==> config.mk <==
export PLATFORM = sky130hd
export DESIGN_NAME = spi_word_gap_and_swap_ctrl
export DESIGN_NICKNAME = d
export VERILOG_FILES = /design/src/spi_gap_pkg.sv /design/src/spi_word_gap_and_swap_ctrl.sv /design/src/irq_flag.sv /design/src/gap_timer.sv
export VERILOG_INCLUDE_DIRS = /design/src
export SDC_FILE = /design/constraint.sdc
export NUM_CORES = 1
export LEC_CHECK = 0
export ABC_AREA = 1
export BUFFER_PORTS_ARGS = -buffer_cell sky130_fd_sc_hd__buf_2
export CELL_PAD_IN_SITES_DETAIL_PLACEMENT = 0
export CELL_PAD_IN_SITES_GLOBAL_PLACEMENT = 2
export CORE_MARGIN = 5
export CORE_UTILIZATION = 26
export DETAILED_ROUTE_END_ITERATION = 16
export PLACE_DENSITY = 0.84
export SETUP_SLACK_MARGIN = 0.15
export SLEW_MARGIN = 10
export SYNTH_ARGS = -nofsm -noshare
export SYNTH_HDL_FRONTEND = slang
export SYNTH_SLANG_ARGS = --single-unit
==> constraint.sdc <==
create_clock -name CORE_CLK -period 1.9 [get_ports CORE_CLK]
set_clock_uncertainty 0.1 [all_clocks]
set_input_delay 0 -clock CORE_CLK [delete_from_list [all_inputs] [get_ports CORE_CLK]]
set_output_delay 0 -clock CORE_CLK [all_outputs]
set_load 0.02 [all_outputs]
==> src/spi_gap_defines.svh <==
// Constants for the word gap, byte swap and role control block.
//
// Summary of operation
// (RULE1) With byte swapping on, an idle gap of the inter-word length follows each byte.
// (RULE2) Byte swapping works only for 16, 24 or 32 bit words.
// (RULE3) A slave's master keeps level select active through each per-byte gap.
// (RULE4) Byte swapping is refused while the variable clock or dual I/O is on.
// (RULE5) Role bit clear selects master, set selects slave.
// (RULE6) Interrupt enable passes the unit-done request when 1, blocks it when 0.
// (RULE7) The done flag sets at each completed unit transfer, else reads 0.
// (RULE8) The done flag clears only by writing 1; writing 0 keeps it.
// (RULE9) In master role a 4-bit field sets the idle time between words.
// (RULE10) The inter-word gap lasts field value plus one half bus clock periods.
// (RULE11) After reset the gap field holds 0x3, giving 3.5 periods.
// (RULE12) With variable clock and queued data, the gap is 6.5 plus field periods.
// (RULE13) Word length field gives 8 to 31 bits directly; 0x00 means 32 bits.
// (RULE14) With variable clock enabled the master's bus clock comes from the variable pattern.
// (RULE15) The interrupt stands while done flag and its enable are both set.
`ifndef SPI_GAP_DEFINES_SVH
`define SPI_GAP_DEFINES_SVH

// ----------------------------------------------------------------------------
// Register offsets
// ----------------------------------------------------------------------------
`define CTRL_OFFSET      8'h00
`define STATUS_OFFSET    8'h08
`define MASK_OFFSET      8'h0c
`define AUX_OFFSET       8'h10

// ----------------------------------------------------------------------------
// Control register fields
// ----------------------------------------------------------------------------
`define CTRL_VARCLK_BIT  23
`define CTRL_SWAP_BIT    19
`define CTRL_SLAVE_BIT   18
`define CTRL_IE_BIT      17
`define CTRL_IF_BIT      16
`define CTRL_GAP_MSB     15
`define CTRL_GAP_LSB     12
`define CTRL_LEN_MSB     7
`define CTRL_LEN_LSB     3
`define AUX_DUAL_BIT     0

// ----------------------------------------------------------------------------
// Status bits
// ----------------------------------------------------------------------------
`define STAT_BITS        2
`define STAT_DONE_BIT    0
`define STAT_REFUSE_BIT  1

// ----------------------------------------------------------------------------
// Reset values and timing counts
// ----------------------------------------------------------------------------
`define GAP_RESET        4'h3
`define LEN_RESET        5'h00
`define LEN_32_CODE      5'h00
`define LEN_16_CODE      5'h10
`define LEN_24_CODE      5'h18
`define WORD_32_BITS     6'h20
`define VARCLK_EXTRA     6'h0c

`endif

==> src/spi_gap_pkg.sv <==
// Types shared by the word gap, byte swap and role control block.
package spi_gap_pkg;

    typedef enum logic [1:0] {
        GAP_IDLE,
        GAP_WORD,
        GAP_BYTE
    } gap_state_t;

endpackage

==> src/spi_word_gap_and_swap_ctrl.sv <==
// Word gap, byte swap, role select and unit-done interrupt control.
//
// The implementer's own choices: the address map and the plain strobed port.
`timescale 1ns/1ps
`include "spi_gap_defines.svh"
module spi_word_gap_and_swap_ctrl (
    input  wire logic        CORE_CLK,
    input  wire logic        RST,
    input  wire logic [7:0]  ADDR,
    input  wire logic [31:0] WDATA,
    input  wire logic        WR,
    input  wire logic        RD,
    output logic      [31:0] RDATA,
    input  wire logic        BYTE_DONE,
    input  wire logic        WORD_DONE,
    input  wire logic        TX_FIFO_EMPTY,
    input  wire logic        HALF_TICK,
    output logic             IRQ,
    output logic             SLAVE_MODE,
    output logic             SWAP_ACTIVE,
    output logic             VARCLK_ACTIVE,
    output logic      [5:0]  WORD_BITS,
    output logic             GAP_HOLD
);

    // ------------------------------------------------------------------------
    // Configuration registers
    // ------------------------------------------------------------------------
    logic                    varclk_reg;
    logic                    varclk_next;
    logic                    swap_req_reg;
    logic                    swap_req_next;
    logic                    slave_reg;
    logic                    slave_next;
    logic [3:0]              gap_reg;
    logic [3:0]              gap_next;
    logic [4:0]              len_reg;
    logic [4:0]              len_next;
    logic                    dual_reg;
    logic                    dual_next;
    logic [`STAT_BITS-1:0]   mask_reg;
    logic [`STAT_BITS-1:0]   mask_next;

    // ------------------------------------------------------------------------
    // Register write decode
    // ------------------------------------------------------------------------
    logic                    wr_ctrl;
    logic                    wr_status;
    logic                    wr_mask;
    logic                    wr_aux;

    assign wr_ctrl   = WR && (ADDR == `CTRL_OFFSET);
    assign wr_status = WR && (ADDR == `STATUS_OFFSET);
    assign wr_mask   = WR && (ADDR == `MASK_OFFSET);
    assign wr_aux    = WR && (ADDR == `AUX_OFFSET);

    // ------------------------------------------------------------------------
    // Register next values
    // ------------------------------------------------------------------------
    // A field keeps its value unless its own register is written.
    // Bits outside the listed fields are dropped, so a wide write cannot reach them.
    always_comb begin
        varclk_next   = varclk_reg;
        swap_req_next = swap_req_reg;
        slave_next    = slave_reg;
        gap_next      = gap_reg;
        len_next      = len_reg;
        dual_next     = dual_reg;
        mask_next     = mask_reg;
        if (wr_ctrl) begin
            varclk_next   = WDATA[`CTRL_VARCLK_BIT];
            swap_req_next = WDATA[`CTRL_SWAP_BIT];
            slave_next    = WDATA[`CTRL_SLAVE_BIT];
            gap_next      = WDATA[`CTRL_GAP_MSB:`CTRL_GAP_LSB];
            len_next      = WDATA[`CTRL_LEN_MSB:`CTRL_LEN_LSB];
            // The enable bit here and mask bit zero are the same flop.
            mask_next[`STAT_DONE_BIT] = WDATA[`CTRL_IE_BIT];
        end
        if (wr_mask) begin
            mask_next = WDATA[`STAT_BITS-1:0];
        end
        if (wr_aux) begin
            dual_next = WDATA[`AUX_DUAL_BIT];
        end
    end

    // ------------------------------------------------------------------------
    // Register update
    // ------------------------------------------------------------------------
    always_ff @(posedge CORE_CLK) begin
        if (RST) begin
            varclk_reg   <= 1'b0;
            swap_req_reg <= 1'b0;
            slave_reg    <= 1'b0;
            gap_reg      <= `GAP_RESET; // RULE11
            len_reg      <= `LEN_RESET;
            dual_reg     <= 1'b0;
            mask_reg     <= '0;
        end else begin
            varclk_reg   <= varclk_next;
            swap_req_reg <= swap_req_next;
            slave_reg    <= slave_next;
            gap_reg      <= gap_next;
            len_reg      <= len_next;
            dual_reg     <= dual_next;
            mask_reg     <= mask_next;
        end
    end

    // ------------------------------------------------------------------------
    // Derived modes
    // ------------------------------------------------------------------------
    logic       len_swappable;
    logic       swap_ok;
    logic       swap_refused;
    logic       refused_seen_reg;
    logic       refused_seen_next;
    logic [5:0] word_bits_calc;
    logic       is_master;

    // A role change acts at once, so software should switch role only while idle.
    assign is_master = !slave_reg; // RULE5

    // Code zero stands for a full 32-bit word.
    assign word_bits_calc = (len_reg == `LEN_32_CODE) ? `WORD_32_BITS : {1'b0, len_reg}; // RULE13

    // Only words of two, three or four whole bytes can be reordered.
    assign len_swappable = (len_reg == `LEN_16_CODE) || (len_reg == `LEN_24_CODE)
                        || (len_reg == `LEN_32_CODE); // RULE2

    // Swapping is simply withheld in unsupported setups and reported as refused.
    // Software must keep swap off while the variable clock or dual I/O is in use.
    assign swap_ok      = swap_req_reg && len_swappable && !varclk_reg && !dual_reg; // RULE4
    assign swap_refused = swap_req_reg && !swap_ok;

    // ------------------------------------------------------------------------
    // Swap refusal event
    // ------------------------------------------------------------------------
    // Only the start of a refusal raises the event, not every cycle of it.
    always_comb begin
        refused_seen_next = swap_refused;
    end

    always_ff @(posedge CORE_CLK) begin
        if (RST) begin
            refused_seen_reg <= 1'b0;
        end else begin
            refused_seen_reg <= refused_seen_next;
        end
    end

    // ------------------------------------------------------------------------
    // Gap timing
    // ------------------------------------------------------------------------
    logic start_word;
    logic start_byte;
    logic gap_extra;
    logic gap_hold_int;

    // In slave role the far master times every gap and keeps select active through
    // the byte gaps, so the local timer stays idle.
    assign start_word = is_master && WORD_DONE && !TX_FIFO_EMPTY; // RULE9 RULE3
    assign start_byte = is_master && swap_ok && BYTE_DONE && !WORD_DONE; // RULE1
    // The variable clock adds twelve half periods so the next word never starts early.
    assign gap_extra  = varclk_reg && !TX_FIFO_EMPTY; // RULE12

    gap_timer u_gap_timer (
        .clk        (CORE_CLK),
        .rst        (RST),
        .start_word (start_word),
        .start_byte (start_byte),
        .gap        (gap_reg),
        .extra      (gap_extra),
        .half_tick  (HALF_TICK),
        .hold       (gap_hold_int)
    );

    // ------------------------------------------------------------------------
    // Status flags and interrupt
    // ------------------------------------------------------------------------
    logic [`STAT_BITS-1:0] stat_set;
    logic [`STAT_BITS-1:0] stat_clr;
    logic [`STAT_BITS-1:0] stat;

    // A done pulse beside a clear leaves the flag set.
    // Software then sees the newer transfer instead of losing it.
    always_comb begin
        stat_set = '0;
        stat_clr = '0;
        stat_set[`STAT_DONE_BIT]   = WORD_DONE; // RULE7
        stat_set[`STAT_REFUSE_BIT] = swap_refused && !refused_seen_reg;
        if (wr_status) begin
            stat_clr = WDATA[`STAT_BITS-1:0]; // RULE8
        end
        if (wr_ctrl && WDATA[`CTRL_IF_BIT]) begin
            stat_clr[`STAT_DONE_BIT] = 1'b1; // RULE8
        end
    end

    // ------------------------------------------------------------------------
    // Sticky flags
    // ------------------------------------------------------------------------
    genvar gi;
    generate
        for (gi = 0; gi < `STAT_BITS; gi = gi + 1) begin : g_stat
            irq_flag u_flag (
                .clk (CORE_CLK),
                .rst (RST),
                .set (stat_set[gi]),
                .clr (stat_clr[gi]),
                .q   (stat[gi])
            );
        end
    endgenerate

    // ------------------------------------------------------------------------
    // Registered outputs
    // ------------------------------------------------------------------------
    logic       irq_reg;
    logic       irq_next;
    logic       slave_out_reg;
    logic       swap_out_reg;
    logic       varclk_out_reg;
    logic [5:0] bits_out_reg;

    // The interrupt is a level that follows the flags one cycle late.
    // Clearing a flag or its enable drops the line at the next edge.
    always_comb begin
        irq_next = |(stat & mask_reg); // RULE6 RULE15
    end

    always_ff @(posedge CORE_CLK) begin
        if (RST) begin
            irq_reg        <= 1'b0;
            slave_out_reg  <= 1'b0;
            swap_out_reg   <= 1'b0;
            varclk_out_reg <= 1'b0;
            bits_out_reg   <= `WORD_32_BITS;
        end else begin
            irq_reg        <= irq_next;
            slave_out_reg  <= slave_reg; // RULE5
            swap_out_reg   <= swap_ok; // RULE2
            varclk_out_reg <= varclk_reg && is_master; // RULE14
            bits_out_reg   <= word_bits_calc; // RULE13
        end
    end

    // ------------------------------------------------------------------------
    // Read port
    // ------------------------------------------------------------------------
    logic [31:0] rdata_reg;
    logic [31:0] rdata_next;

    always_comb begin
        // Unmapped addresses and idle cycles read as zero.
        rdata_next = 32'h0000_0000;
        if (RD) begin
            case (ADDR)
                `CTRL_OFFSET: begin
                    rdata_next[`CTRL_VARCLK_BIT]             = varclk_reg;
                    rdata_next[`CTRL_SWAP_BIT]               = swap_req_reg;
                    rdata_next[`CTRL_SLAVE_BIT]              = slave_reg;
                    rdata_next[`CTRL_IE_BIT]                 = mask_reg[`STAT_DONE_BIT];
                    rdata_next[`CTRL_IF_BIT]                 = stat[`STAT_DONE_BIT];
                    rdata_next[`CTRL_GAP_MSB:`CTRL_GAP_LSB]  = gap_reg;
                    rdata_next[`CTRL_LEN_MSB:`CTRL_LEN_LSB]  = len_reg;
                end
                `STATUS_OFFSET: begin
                    rdata_next[`STAT_BITS-1:0] = stat;
                end
                `MASK_OFFSET: begin
                    rdata_next[`STAT_BITS-1:0] = mask_reg;
                end
                `AUX_OFFSET: begin
                    rdata_next[`AUX_DUAL_BIT] = dual_reg;
                end
                default: begin
                    rdata_next = 32'h0000_0000;
                end
            endcase
        end
    end

    // Read data stand for one cycle and then return to zero.
    // Software must take them in the cycle right after the read strobe.
    always_ff @(posedge CORE_CLK) begin
        if (RST) begin
            rdata_reg <= 32'h0000_0000;
        end else begin
            rdata_reg <= rdata_next;
        end
    end

    // ------------------------------------------------------------------------
    // Output ports
    // ------------------------------------------------------------------------
    assign RDATA         = rdata_reg;
    assign IRQ           = irq_reg;
    assign SLAVE_MODE    = slave_out_reg;
    assign SWAP_ACTIVE   = swap_out_reg;
    assign VARCLK_ACTIVE = varclk_out_reg;
    assign WORD_BITS     = bits_out_reg;
    assign GAP_HOLD      = gap_hold_int;

endmodule

==> src/irq_flag.sv <==
// One sticky status bit, set by hardware and cleared by writing one.
`timescale 1ns/1ps
module irq_flag (
    input  wire logic clk,
    input  wire logic rst,
    input  wire logic set,
    input  wire logic clr,
    output logic      q
);

    logic q_reg;
    logic q_next;

    // A set in the same cycle as a clear wins, so no event is lost.
    always_comb begin
        q_next = q_reg;
        if (set) begin
            q_next = 1'b1;
        end else if (clr) begin
            q_next = 1'b0;
        end
    end

    always_ff @(posedge clk) begin
        if (rst) begin
            q_reg <= 1'b0;
        end else begin
            q_reg <= q_next;
        end
    end

    assign q = q_reg;

endmodule

==> src/gap_timer.sv <==
// Times the idle gap after a word or a byte in half bus clock periods.
`timescale 1ns/1ps
`include "spi_gap_defines.svh"
module gap_timer (
    input  wire logic       clk,
    input  wire logic       rst,
    input  wire logic       start_word,
    input  wire logic       start_byte,
    input  wire logic [3:0] gap,
    input  wire logic       extra,
    input  wire logic       half_tick,
    output logic            hold
);

    spi_gap_pkg::gap_state_t state_reg;
    spi_gap_pkg::gap_state_t state_next;
    logic [5:0]              count_reg;
    logic [5:0]              count_next;
    logic                    hold_reg;
    logic                    hold_next;
    logic [5:0]              base_halves;

    // Gap value plus one half is 2*gap+1 half periods.
    assign base_halves = {1'b0, gap, 1'b1}; // RULE10

    always_comb begin
        state_next = state_reg;
        count_next = count_reg;
        case (state_reg)
            spi_gap_pkg::GAP_IDLE: begin
                if (start_word) begin
                    state_next = spi_gap_pkg::GAP_WORD;
                    count_next = extra ? base_halves + `VARCLK_EXTRA : base_halves; // RULE12
                end else if (start_byte) begin
                    state_next = spi_gap_pkg::GAP_BYTE;
                    count_next = base_halves; // RULE1
                end
            end
            spi_gap_pkg::GAP_WORD, spi_gap_pkg::GAP_BYTE: begin
                if (half_tick) begin
                    if (count_reg == 6'h01) begin
                        state_next = spi_gap_pkg::GAP_IDLE;
                        count_next = 6'h00;
                    end else begin
                        count_next = count_reg - 6'h01;
                    end
                end
            end
            default: begin
                state_next = spi_gap_pkg::GAP_IDLE;
                count_next = 6'h00;
            end
        endcase
        hold_next = (state_next != spi_gap_pkg::GAP_IDLE);
    end

    always_ff @(posedge clk) begin
        if (rst) begin
            state_reg <= spi_gap_pkg::GAP_IDLE;
            count_reg <= 6'h00;
            hold_reg  <= 1'b0;
        end else begin
            state_reg <= state_next;
            count_reg <= count_next;
            hold_reg  <= hold_next;
        end
    end

    assign hold = hold_reg;

endmodule

# Word level (Yosys, flattened, before mapping)
# Index checks and enable logic that the tools add are counted.
dict set report word_totals {
  out_inout_bits 43
  mem_count 0
  ff_bits 69
  latch_bits 0
  ram_bits 0
  rom_bits 0
}
dict set report classes {
  n_mul 0
  div_mod_pow 0
  n_shift 0
  n_addsub 2
  n_eq_ne 10
  n_lt_le_gt_ge 0
  muxes 22
  n_reduce_logical 39
  bitwise_logic 3
}
# operator n
set ops {}
lappend ops {{6-bit 2-to-1 mux} 6}
lappend ops {{1-bit logical AND} 17}
lappend ops {{8-bit by 4-bit equality test with 1-bit output (second input constant)} 2}
lappend ops {{6-bit one-hot mux with 2 select lines} 1}
lappend ops {{5-bit equality test (second input constant)} 2}
lappend ops {{2-bit 2-to-1 mux} 5}
lappend ops {{8-bit by 5-bit equality test with 1-bit output (second input constant)} 1}
lappend ops {{8-bit zero test} 1}
lappend ops {{2-bit nonzero test} 4}
lappend ops {{2-bit OR reduction} 4}
lappend ops {{1-bit zero test} 7}
lappend ops {{1-bit 2-to-1 mux} 7}
lappend ops {{5-bit by 4-bit adder with 6-bit output (second input constant)} 1}
lappend ops {{6-bit by 1-bit equality test with 1-bit output (second input constant)} 1}
lappend ops {{6-bit by 1-bit subtractor with 6-bit output (second input constant)} 1}
lappend ops {{5-bit zero test} 1}
lappend ops {{2-bit one-hot mux with 2 select lines} 1}
lappend ops {{3-bit != test (second input constant)} 1}
lappend ops {{1-bit one-hot mux with 3 select lines} 1}
lappend ops {{3-bit OR reduction} 1}
lappend ops {{2-bit AND} 1}
lappend ops {{2-bit by 1-bit equality test with 1-bit output (second input constant)} 1}
lappend ops {{2-bit equality test (second input constant)} 1}
lappend ops {{2-bit zero test} 1}
lappend ops {{5 further kinds} 7}

# Logic depth before layout (Yosys ltp)
# Gate-level depths: netlist of the first run.
dict set report logic_depth {
  ltp_word 13
  depth_mapped 10
  depth_no_buf 10
}

# Modules after synthesis
# A second synthesis of the first run with hierarchy kept.
dict set report hier_totals {
  hier_cells 316
  area_unflattened_um2 2381.0
}
# mod n_inst area_each_um2 seq_area_each_um2 cells_each
set modules_own_cells {}
lappend modules_own_cells {spi_word_gap_and_swap_ctrl 1 1596.5 840.8 206}
lappend modules_own_cells {gap_timer 1 704.4 180.2 100}
lappend modules_own_cells {irq_flag 2 40.0 20.0 5}

# Least setup slack after synthesis of the first run
# OpenSTA, ideal clock, no wires.
dict set report synth_timing {
  path_type {flip-flop to flip-flop}
  from {register u_gap_timer.state_reg[0]}
  to {register u_gap_timer.hold_reg, in the netlist u_gap_timer.hold}
  path_buffers 0
  setup_ns 0.114
  slack_ns 0.528
  required_time_ns 1.686
  period_less_slack_ns 1.372
  stages_incl_launch_ff 9
  t_arrival_ns 1.159
  path_cell_list {dfxtp_1 > inv_1 > ha_1 > nand2_1 > inv_1 > nor2_1 > nand2_1 > nand3_1 > nand2_1}
}
dict set report synth_via {
  elab_chain_cells 4
}
# element line
set synth_rtl {}
lappend synth_rtl {{start: declaration} gap_timer.sv:15} ;# spi_gap_pkg::gap_state_t state_reg;
lappend synth_rtl {{start signal: assignment} gap_timer.sv:59} ;# state_reg <= spi_gap_pkg::GAP_IDLE;
lappend synth_rtl {{start signal: assignment} gap_timer.sv:63} ;# state_reg <= state_next;
lappend synth_rtl {{2-bit by 1-bit equality test with 1-bit output, or another cell as far along} gap_timer.sv:29} ;# case (state_reg)
lappend synth_rtl {{2-bit OR reduction, or another cell as far along} gap_timer.sv:29}
lappend synth_rtl {{2-bit one-hot mux with 2 select lines *} gap_timer.sv:29}
lappend synth_rtl {{2-bit nonzero test *} gap_timer.sv:54} ;# hold_next = (state_next != spi_gap_pkg::GAP_IDLE);
lappend synth_rtl {{end signal: assignment} gap_timer.sv:65} ;# hold_reg <= hold_next;
lappend synth_rtl {{end: declaration} gap_timer.sv:19} ;# logic hold_reg;
# Mark *: on every way between the ends. The rest lies on a longest branch, timed or not.
# A chain may end at the register's enable or synchronous reset.

# Worst setup path in the final report of the first run
dict set report layout_timing {
  from {register u_gap_timer.state_reg[0]}
  to {register u_gap_timer.count_reg[3]}
}
dict set report layout_via {
  elab_chain_cells 4
}
# element line
set layout_rtl {}
lappend layout_rtl {{2-bit by 1-bit equality test with 1-bit output or 2-bit equality test (tied branches)} gap_timer.sv:29}
lappend layout_rtl {{2-bit OR reduction} gap_timer.sv:29}
lappend layout_rtl {{2-bit != test (no line)} --}
lappend layout_rtl {{2-bit AND reduction (no line)} --}
lappend layout_rtl {{end signal: assignment} gap_timer.sv:64} ;# count_reg <= count_next;
lappend layout_rtl {{end: declaration} gap_timer.sv:17} ;# logic [5:0] count_reg;
# Parallel ways exist; a longest one is shown, timed or not.

==> results of run 1 <==
## metrics by stage
stage	total power [uW]	instance area [um2]	hold WS (ps)	setup WS, ps	cells
after floorplan	1360	2400	-30.9	528	323
after global placement	1420	2690	130	373	470
after detailed placement	1420	2690	139	360	470
after CTS	2080	2990	6.85	234	500
after global routing	2180	3000	22.8	168	500
final	2060	3000	9.95	349	500
## area by class of cell
| cell class | count | area, um2 | share of cell area (%) |
|---|---|---|---|
| Clock inverter | 3 | 17.5 | 0.585 |
| Tap cell | 108 | 135 | 4.51 |
| Inverter | 51 | 191 | 6.39 |
| Sequential cell | 53 | 1060 | 35.4 |
| Multi-Input combinational cell | 198 | 997 | 33.3 |
| Clock buffer | 5 | 68.8 | 2.30 |
| Timing Repair Buffer | 82 | 526 | 17.5 |
## cell families (layout without fill, tap and decap cells)
group                    Yosys count  in the layout  share of synthesized area [%]
AO/OA/AOI/OAI                     43             43                           10.1
XOR/XNOR                           2              2                          0.748
adder cells (fa/ha/maj)            5              5                           2.67
buffers and inverters             72            141                           14.8
flip-flops                        53             53                           45.3
other                              1             16                          0.160
AND/OR/NAND/NOR                  132            132                           26.3
## cell usage in the layout (no fill, tap or decap), drive strengths merged
cell	Yosys	final
a21oi	22	22
buf	19	60
clkbuf	2	5
clkinv	0	2
clkinvlp	0	1
conb	1	16
dfxtp	53	53
dlygate4sd3	0	22
ha	5	5
inv	51	51
nand2	54	54
nand3	30	30
nand4	1	1
nor2	42	42
nor3	4	4
nor3b	1	1
o211ai	4	4
o21ai	17	17
xor2	2	2
## layer usage
metal,up-vias,part of all wire [%],routed length [um]
li1,1094,-,-
met1,908,44,2540
met2,41,52,3000
met3,7,3.9,226
met4,0,0.82,48
met5,-,0,0
## critical path, stage by stage, from the launching register on
cell     delay [ps]
dfxtp_1         370
inv_1            70
ha_1            340
nand2_1         110
inv_1            80
a21oi_4         190
nand3_1         100
a21oi_1         130
## worst max-delay path by stage
| stage | endpoint | slack (ps) | cells after the start |
|---|---|---|---|
| after global routing | u_gap_timer.count_reg[3]$_SDFFE_PP0P_ | 170 | 7 |
| after CTS | g_stat[0].u_flag.q$_SDFFE_PP0P_ | 230 | 10 |
| after global placement | u_gap_timer.count_reg[4]$_SDFFE_PP0P_ | 370 | 7 |
| after detailed placement | u_gap_timer.count_reg[0]$_SDFFE_PP0P_ | 360 | 7 |
| final | u_gap_timer.count_reg[3]$_SDFFE_PP0P_ | 350 | 7 |
| after floorplan | u_gap_timer.hold$_SDFF_PP0_ | 530 | 8 |
## cells in the mapped netlist (2+ instances only)
master    count
nor3_1        2
o211ai_1      4
nand3_1      27
nand2_1      51
inv_2         6
a21oi_1      21
nor2_1       39
buf_6         2
nand2_2       3
nor2_2        2
nand3_4       2
buf_4        16
clkbuf_1      2
ha_1          5
o21ai_1      10
xor2_1        2
o21ai_0       7
dfxtp_1      53
inv_1        45
## report_power, final
part | internal (uW) | leakage, uW | total, uW | switching (uW)
clock | 256 | 0.0000439 | 632 | 376
combinational | 115 | 0.000991 | 285 | 170
sequential | 1130 | 0.000428 | 1140 | 14.2
total | 1500 | 0.00146 | 2060 | 560
## what timing repair did
item                       in CTS  in global routing
hold endpoints to repair       19                  0
gates resized for setup         0                  1
setup endpoints to repair       0                  1
hold buffers                   22                  0
==> results.ini, run 1 <==
[logic_synthesis]
synth.area.top_cells = dfxtp_1 (45%), nand2_1 (8.2%), inv_1 (7.2%)
synth_edf_count = 0
yosysWarnings = 0
synth-seq-cells = 53
synth_area_um2 = 2340
yosysTopAreaCell = dfxtp_1
synth_top_area_share_pct = 45.3
avgSynthCellArea_um2 = 7.61
synth-main-ff-cell = dfxtp_1
syn_inst = 308
async_reset_ff_share_pct = 0
seq_area_frac_synth_pct = 45.3
synth_cell_types = 28

[power]
powerDensity_nw_per_um2 = 687
vdd_ir_drop_max_mv = 0.295
p_leak_uw = 0.00146

[min_path]
hold_path.class = primary input to register
holdPathEnd = dual_reg$_SDFFE_PP0P_
whs_path_depth = 4
min_from = ADDR[4]

[routing]
drt_iter0_drc = 38
drc = 0
vias = 2050
postRouteWirelength_um = 5820
wl_per_cell_um = 11.6
drtPass1Iterations = 4
viasPerCell = 4.10
antenna_left = 0

[clocking]
cts_tree = done
clock-sinks = 53
cts_buffers = 5
cts-root-buf = clkbuf_8
clockBufferDepth = 2
clk_pin_slew_ps = 100
post_cts_buffers = 0
clk_latency_ps = 300
cts-htree-levels = 2

[timing]
maxSlewHeadroom_pct = 62.9
fin_setup_tns_ps = 0
fmax_ghz = 0.645
rsz0062_at_grt = no
fin_crit_sh_pct = 81.6
worstMarginPinSlew_ps = 555
slew_viol_final = 0
hold_violations = 0
timing.final.crit_period_ps = 1550
setup_viol = 0

[finish]
finalNetCount = 444
antennaDiodeCount = 0
largest_reg_flops = 16
n_fill_cell = 1005
utilization_pct = 34.2
area_delta_synth_final_pct = 27.9
drive_gt1_share_pct = 22.2

[worst_setup_path]
start_kind = register
critPathLaunch = u_gap_timer.state_reg[0]$_SDFF_PP0_
required_ps = 2040
path_class = register to register
reg2reg_depth = 7
end_kind = register
reg2reg_slack_ps = 350
worstReg2RegStart = u_gap_timer.state_reg[0]$_SDFF_PP0_
worstPathMaxFanout = 6
r2r-end = u_gap_timer.count_reg[3]$_SDFFE_PP0P_
worstPathArrival_ps = 1690

[run_status]
status = finished clean

[floorplanning]
die_w_um = 105
initial_core_util_pct = 26.7
die-area_um2 = 11000
num_io_pins = 91
coreArea_um2 = 8760
fp-row-count = 34
fp.dieH_um = 105

[global_routing]
grt-ovfl-total = 0
grtUsageMet3_pct = 2.47
use_met2_pct = 19.6
grt_max_degree = 23
grt_use_met1_pct = 12.3
grt.total_usage_pct = 10.6
grt_most_used_layer = met2
antenna_found_initial = 0
grt_pass1_vias = 2079
grt_pass1_wl_um = 9690

[place]
dpl.hpwl_um = 4390
io_buffers = 58
gp_congestion = 0.756

[run]
cap_viol_max_count = 0

(Power assumes the default switching activity.)
==> run 2: changes to the inputs <==
- CORE_UTILIZATION: 26 -> 23
- PLACE_DENSITY: 0.84 -> 0.79
- clock period: 1.9 -> 1.39 ns (I/O delays scaled with it)
==> results.ini, run 2 (synthesis results as in run 1) <==
[run_status]
status = complete, but fails checks
violations = negative hold slack

[place]
dpl.hpwl_um = 4620  ; +5.2%
dp_slack_ps = 18.7  ; -341 ps
io_buffers = 58  ; unchanged
gp_congestion = 0.746  ; -1.3%

[finish]
n_fill_cell = 1071  ; +6.6%
antennaDiodeCount = 0  ; unchanged
final_common_cell = buf_2
area_delta_synth_final_pct = 40.8
utilization_pct = 33.5  ; -0.73 points
largest_reg_flops = 16  ; unchanged
layout_common_cells = buf_2 (58), nand2_1 (48), dfxtp_1 (47), inv_1 (39), nor2_1 (32)
finalNetCount = 455  ; +2.5%
drive_gt1_share_pct = 32.0  ; +9.8 points

[global_routing]
grt_pass1_wl_um = 10000  ; +3.6%
grt-ovfl-total = 0  ; unchanged
antenna_found_initial = 0  ; unchanged
grt_pass1_vias = 2176  ; +4.7%
grt.total_usage_pct = 9.80  ; -0.84 points
grt_max_degree = 21  ; -8.7%

[routing]
antenna_left = 0  ; unchanged
wl_per_cell_um = 11.4  ; -2.0%
viasPerCell = 4.00  ; -2.4%
postRouteWirelength_um = 6120  ; +5.1%
vias = 2144  ; +4.6%
drt_iter0_drc = 70  ; +84%
drtPass1Iterations = 4  ; unchanged
drc = 0  ; unchanged

[worst_setup_path]
critPathMaxStageDelay_ps = 350  ; -20 ps
worstPathMaxFanout = 6  ; unchanged
start_kind = register
reg2reg_slack_ps = 30  ; -320 ps
reg2reg_depth = 5  ; -2
crit_chain = nor3_4, nand3_4, a21oi_4, nand3_1, a21oi_1
path_class = register to register
end_kind = register
r2r-end = u_gap_timer.count_reg[1]$_SDFFE_PP0P_
crit_slowest_cell = dfxtp_2
worstPathArrival_ps = 1520  ; -170 ps
cp_num_buf_inv = 0  ; -2
path_delay_family = simple AND/OR/NAND/NOR gates
worstReg2RegStart = len_reg[2]$_SDFFE_PP0P_
required_ps = 1540  ; -500 ps

[timing]
fin_setup_tns_ps = 0  ; unchanged
fmax_ghz = 0.733  ; +14%
timing.hold.ws_ps = -12.2  ; -22.1 ps
slew_viol_final = 0  ; unchanged
finalWorstSetupSlack_ps = 26.0  ; -323 ps
fin_crit_sh_pct = 98.1  ; +17 points
setup_viol = 0  ; unchanged
timing.final.crit_period_ps = 1360  ; -187 ps
hold_violations = 6  ; +6
rsz0062_at_grt = yes

[clocking]
clockBufferDepth = 2  ; unchanged
cts_tree = done
cts_buffers = 5  ; unchanged
cts-htree-levels = 2  ; unchanged
clock-sinks = 53  ; unchanged
clk_pin_slew_ps = 110  ; about the same
cts-root-buf = clkbuf_8
clk_latency_ps = 320  ; +20 ps

[power]
p_sw_uw = 846  ; +51%
p_int_uw = 2280  ; +52%
vdd_ir_drop_max_mv = 0.443  ; +50%
pwr-share-clk_pct = 35.6  ; +4.9 points
powerDensity_nw_per_um2 = 948  ; +38%
p_leak_uw = 0.00155  ; +6.2%
pwr-share-seq_pct = 50.0  ; -5.5 points
p_sw_share_pct = 27.0  ; -0.19 points
comb_power_share_pct = 14.4  ; +0.6 points

[floorplanning]
num_io_pins = 91  ; unchanged
coreArea_um2 = 9860  ; +13%
die-area_um2 = 12300  ; +12%
fp.dieH_um = 111  ; +5.7%
fp-row-count = 36  ; +5.9%
initial_core_util_pct = 23.8  ; -3.0 points
die_w_um = 111  ; +5.7%

[min_path]
min_from = RST
whs_path_depth = 3  ; -1
holdPathEnd = u_gap_timer.count_reg[1]$_SDFFE_PP0P_
hold_path.class = primary input to register

[run]
cap_viol_max_count = 0  ; unchanged

==> run 2: cell type report <==
cell class / count / area [um2] / share of cell area [%]
clock buffers: 5 / 68.8 / 2.08
clock inverters: 3 / 47.5 / 1.44
flip-flops and latches: 53 / 1070 / 32.4
repair buffers: 93 / 614 / 18.6
inverters: 51 / 194 / 5.88
well taps: 133 / 166 / 5.04
multi-input cells: 198 / 1140 / 34.5
==> run 2: worst max-delay path by stage <==
stage,startpoint,end,slack (ps),depth (start not counted)
after floorplan,u_gap_timer.state_reg[1]$_SDFF_PP0_,u_gap_timer.hold$_SDFF_PP0_,140,8
after global placement,dual_reg$_SDFFE_PP0P_,u_gap_timer.count_reg[2]$_SDFFE_PP0P_,40,7
after detailed placement,u_gap_timer.state_reg[1]$_SDFF_PP0_,u_gap_timer.hold$_SDFF_PP0_,20,8
after CTS,len_reg[2]$_SDFFE_PP0P_,u_gap_timer.count_reg[1]$_SDFFE_PP0P_,40,5
after global routing,len_reg[2]$_SDFFE_PP0P_,u_gap_timer.count_reg[4]$_SDFFE_PP0P_,-60,5
final,len_reg[2]$_SDFFE_PP0P_,u_gap_timer.count_reg[1]$_SDFFE_PP0P_,30,5
==> run 2: timing repair <==
action                                  CTS  global route
hold endpoints to repair                 20             0
gates cloned                              0             0
resized for setup                        18            24
setup buffers                             5             1
pin swaps                                 5             3
endpoints found under the setup margin   10            21
hold buffers                             22             0
==> run 2: through the flow <==
stage / power (uW) / area [um2] / hold slack, ps / std cells
6_report: 3130 / 3300 / -12.2 / 536
5_1_grt: 3270 / 3300 / 13.6 / 536
4_1_cts: 3140 / 3190 / -11.9 / 535
3_5_place_dp: 1960 / 2770 / 148 / 500
3_3_place_gp: 1960 / 2770 / 132 / 500
2_1_floorplan: 1880 / 2420 / -30.9 / 323
==> run 2: worst min-delay path: stages <==
cell and delay (ps):
buf_2 110, buf_4 210, a21oi_1 60
==> run 2: routing by layer <==
metal  GRT usage (%)  vias up  wire, um  share of wire (%)
li1                -     1125         -                  -
met1            12.3      957      2770                 45
met2            16.9       52      2990                 49
met3            2.07       10       281                4.6
met4            2.63        0        74                1.2
met5               0        -         0                  0
==> run 2: power groups by stage <==
stage / sequential [uW] / combinational (uW) / clock (uW)
final: 1560 / 450 / 1120
after global routing: 1570 / 508 / 1190
after detailed placement: 1600 / 360 / 0
after CTS: 1560 / 439 / 1140
after global placement: 1600 / 362 / 0
after floorplan: 1600 / 279 / 0
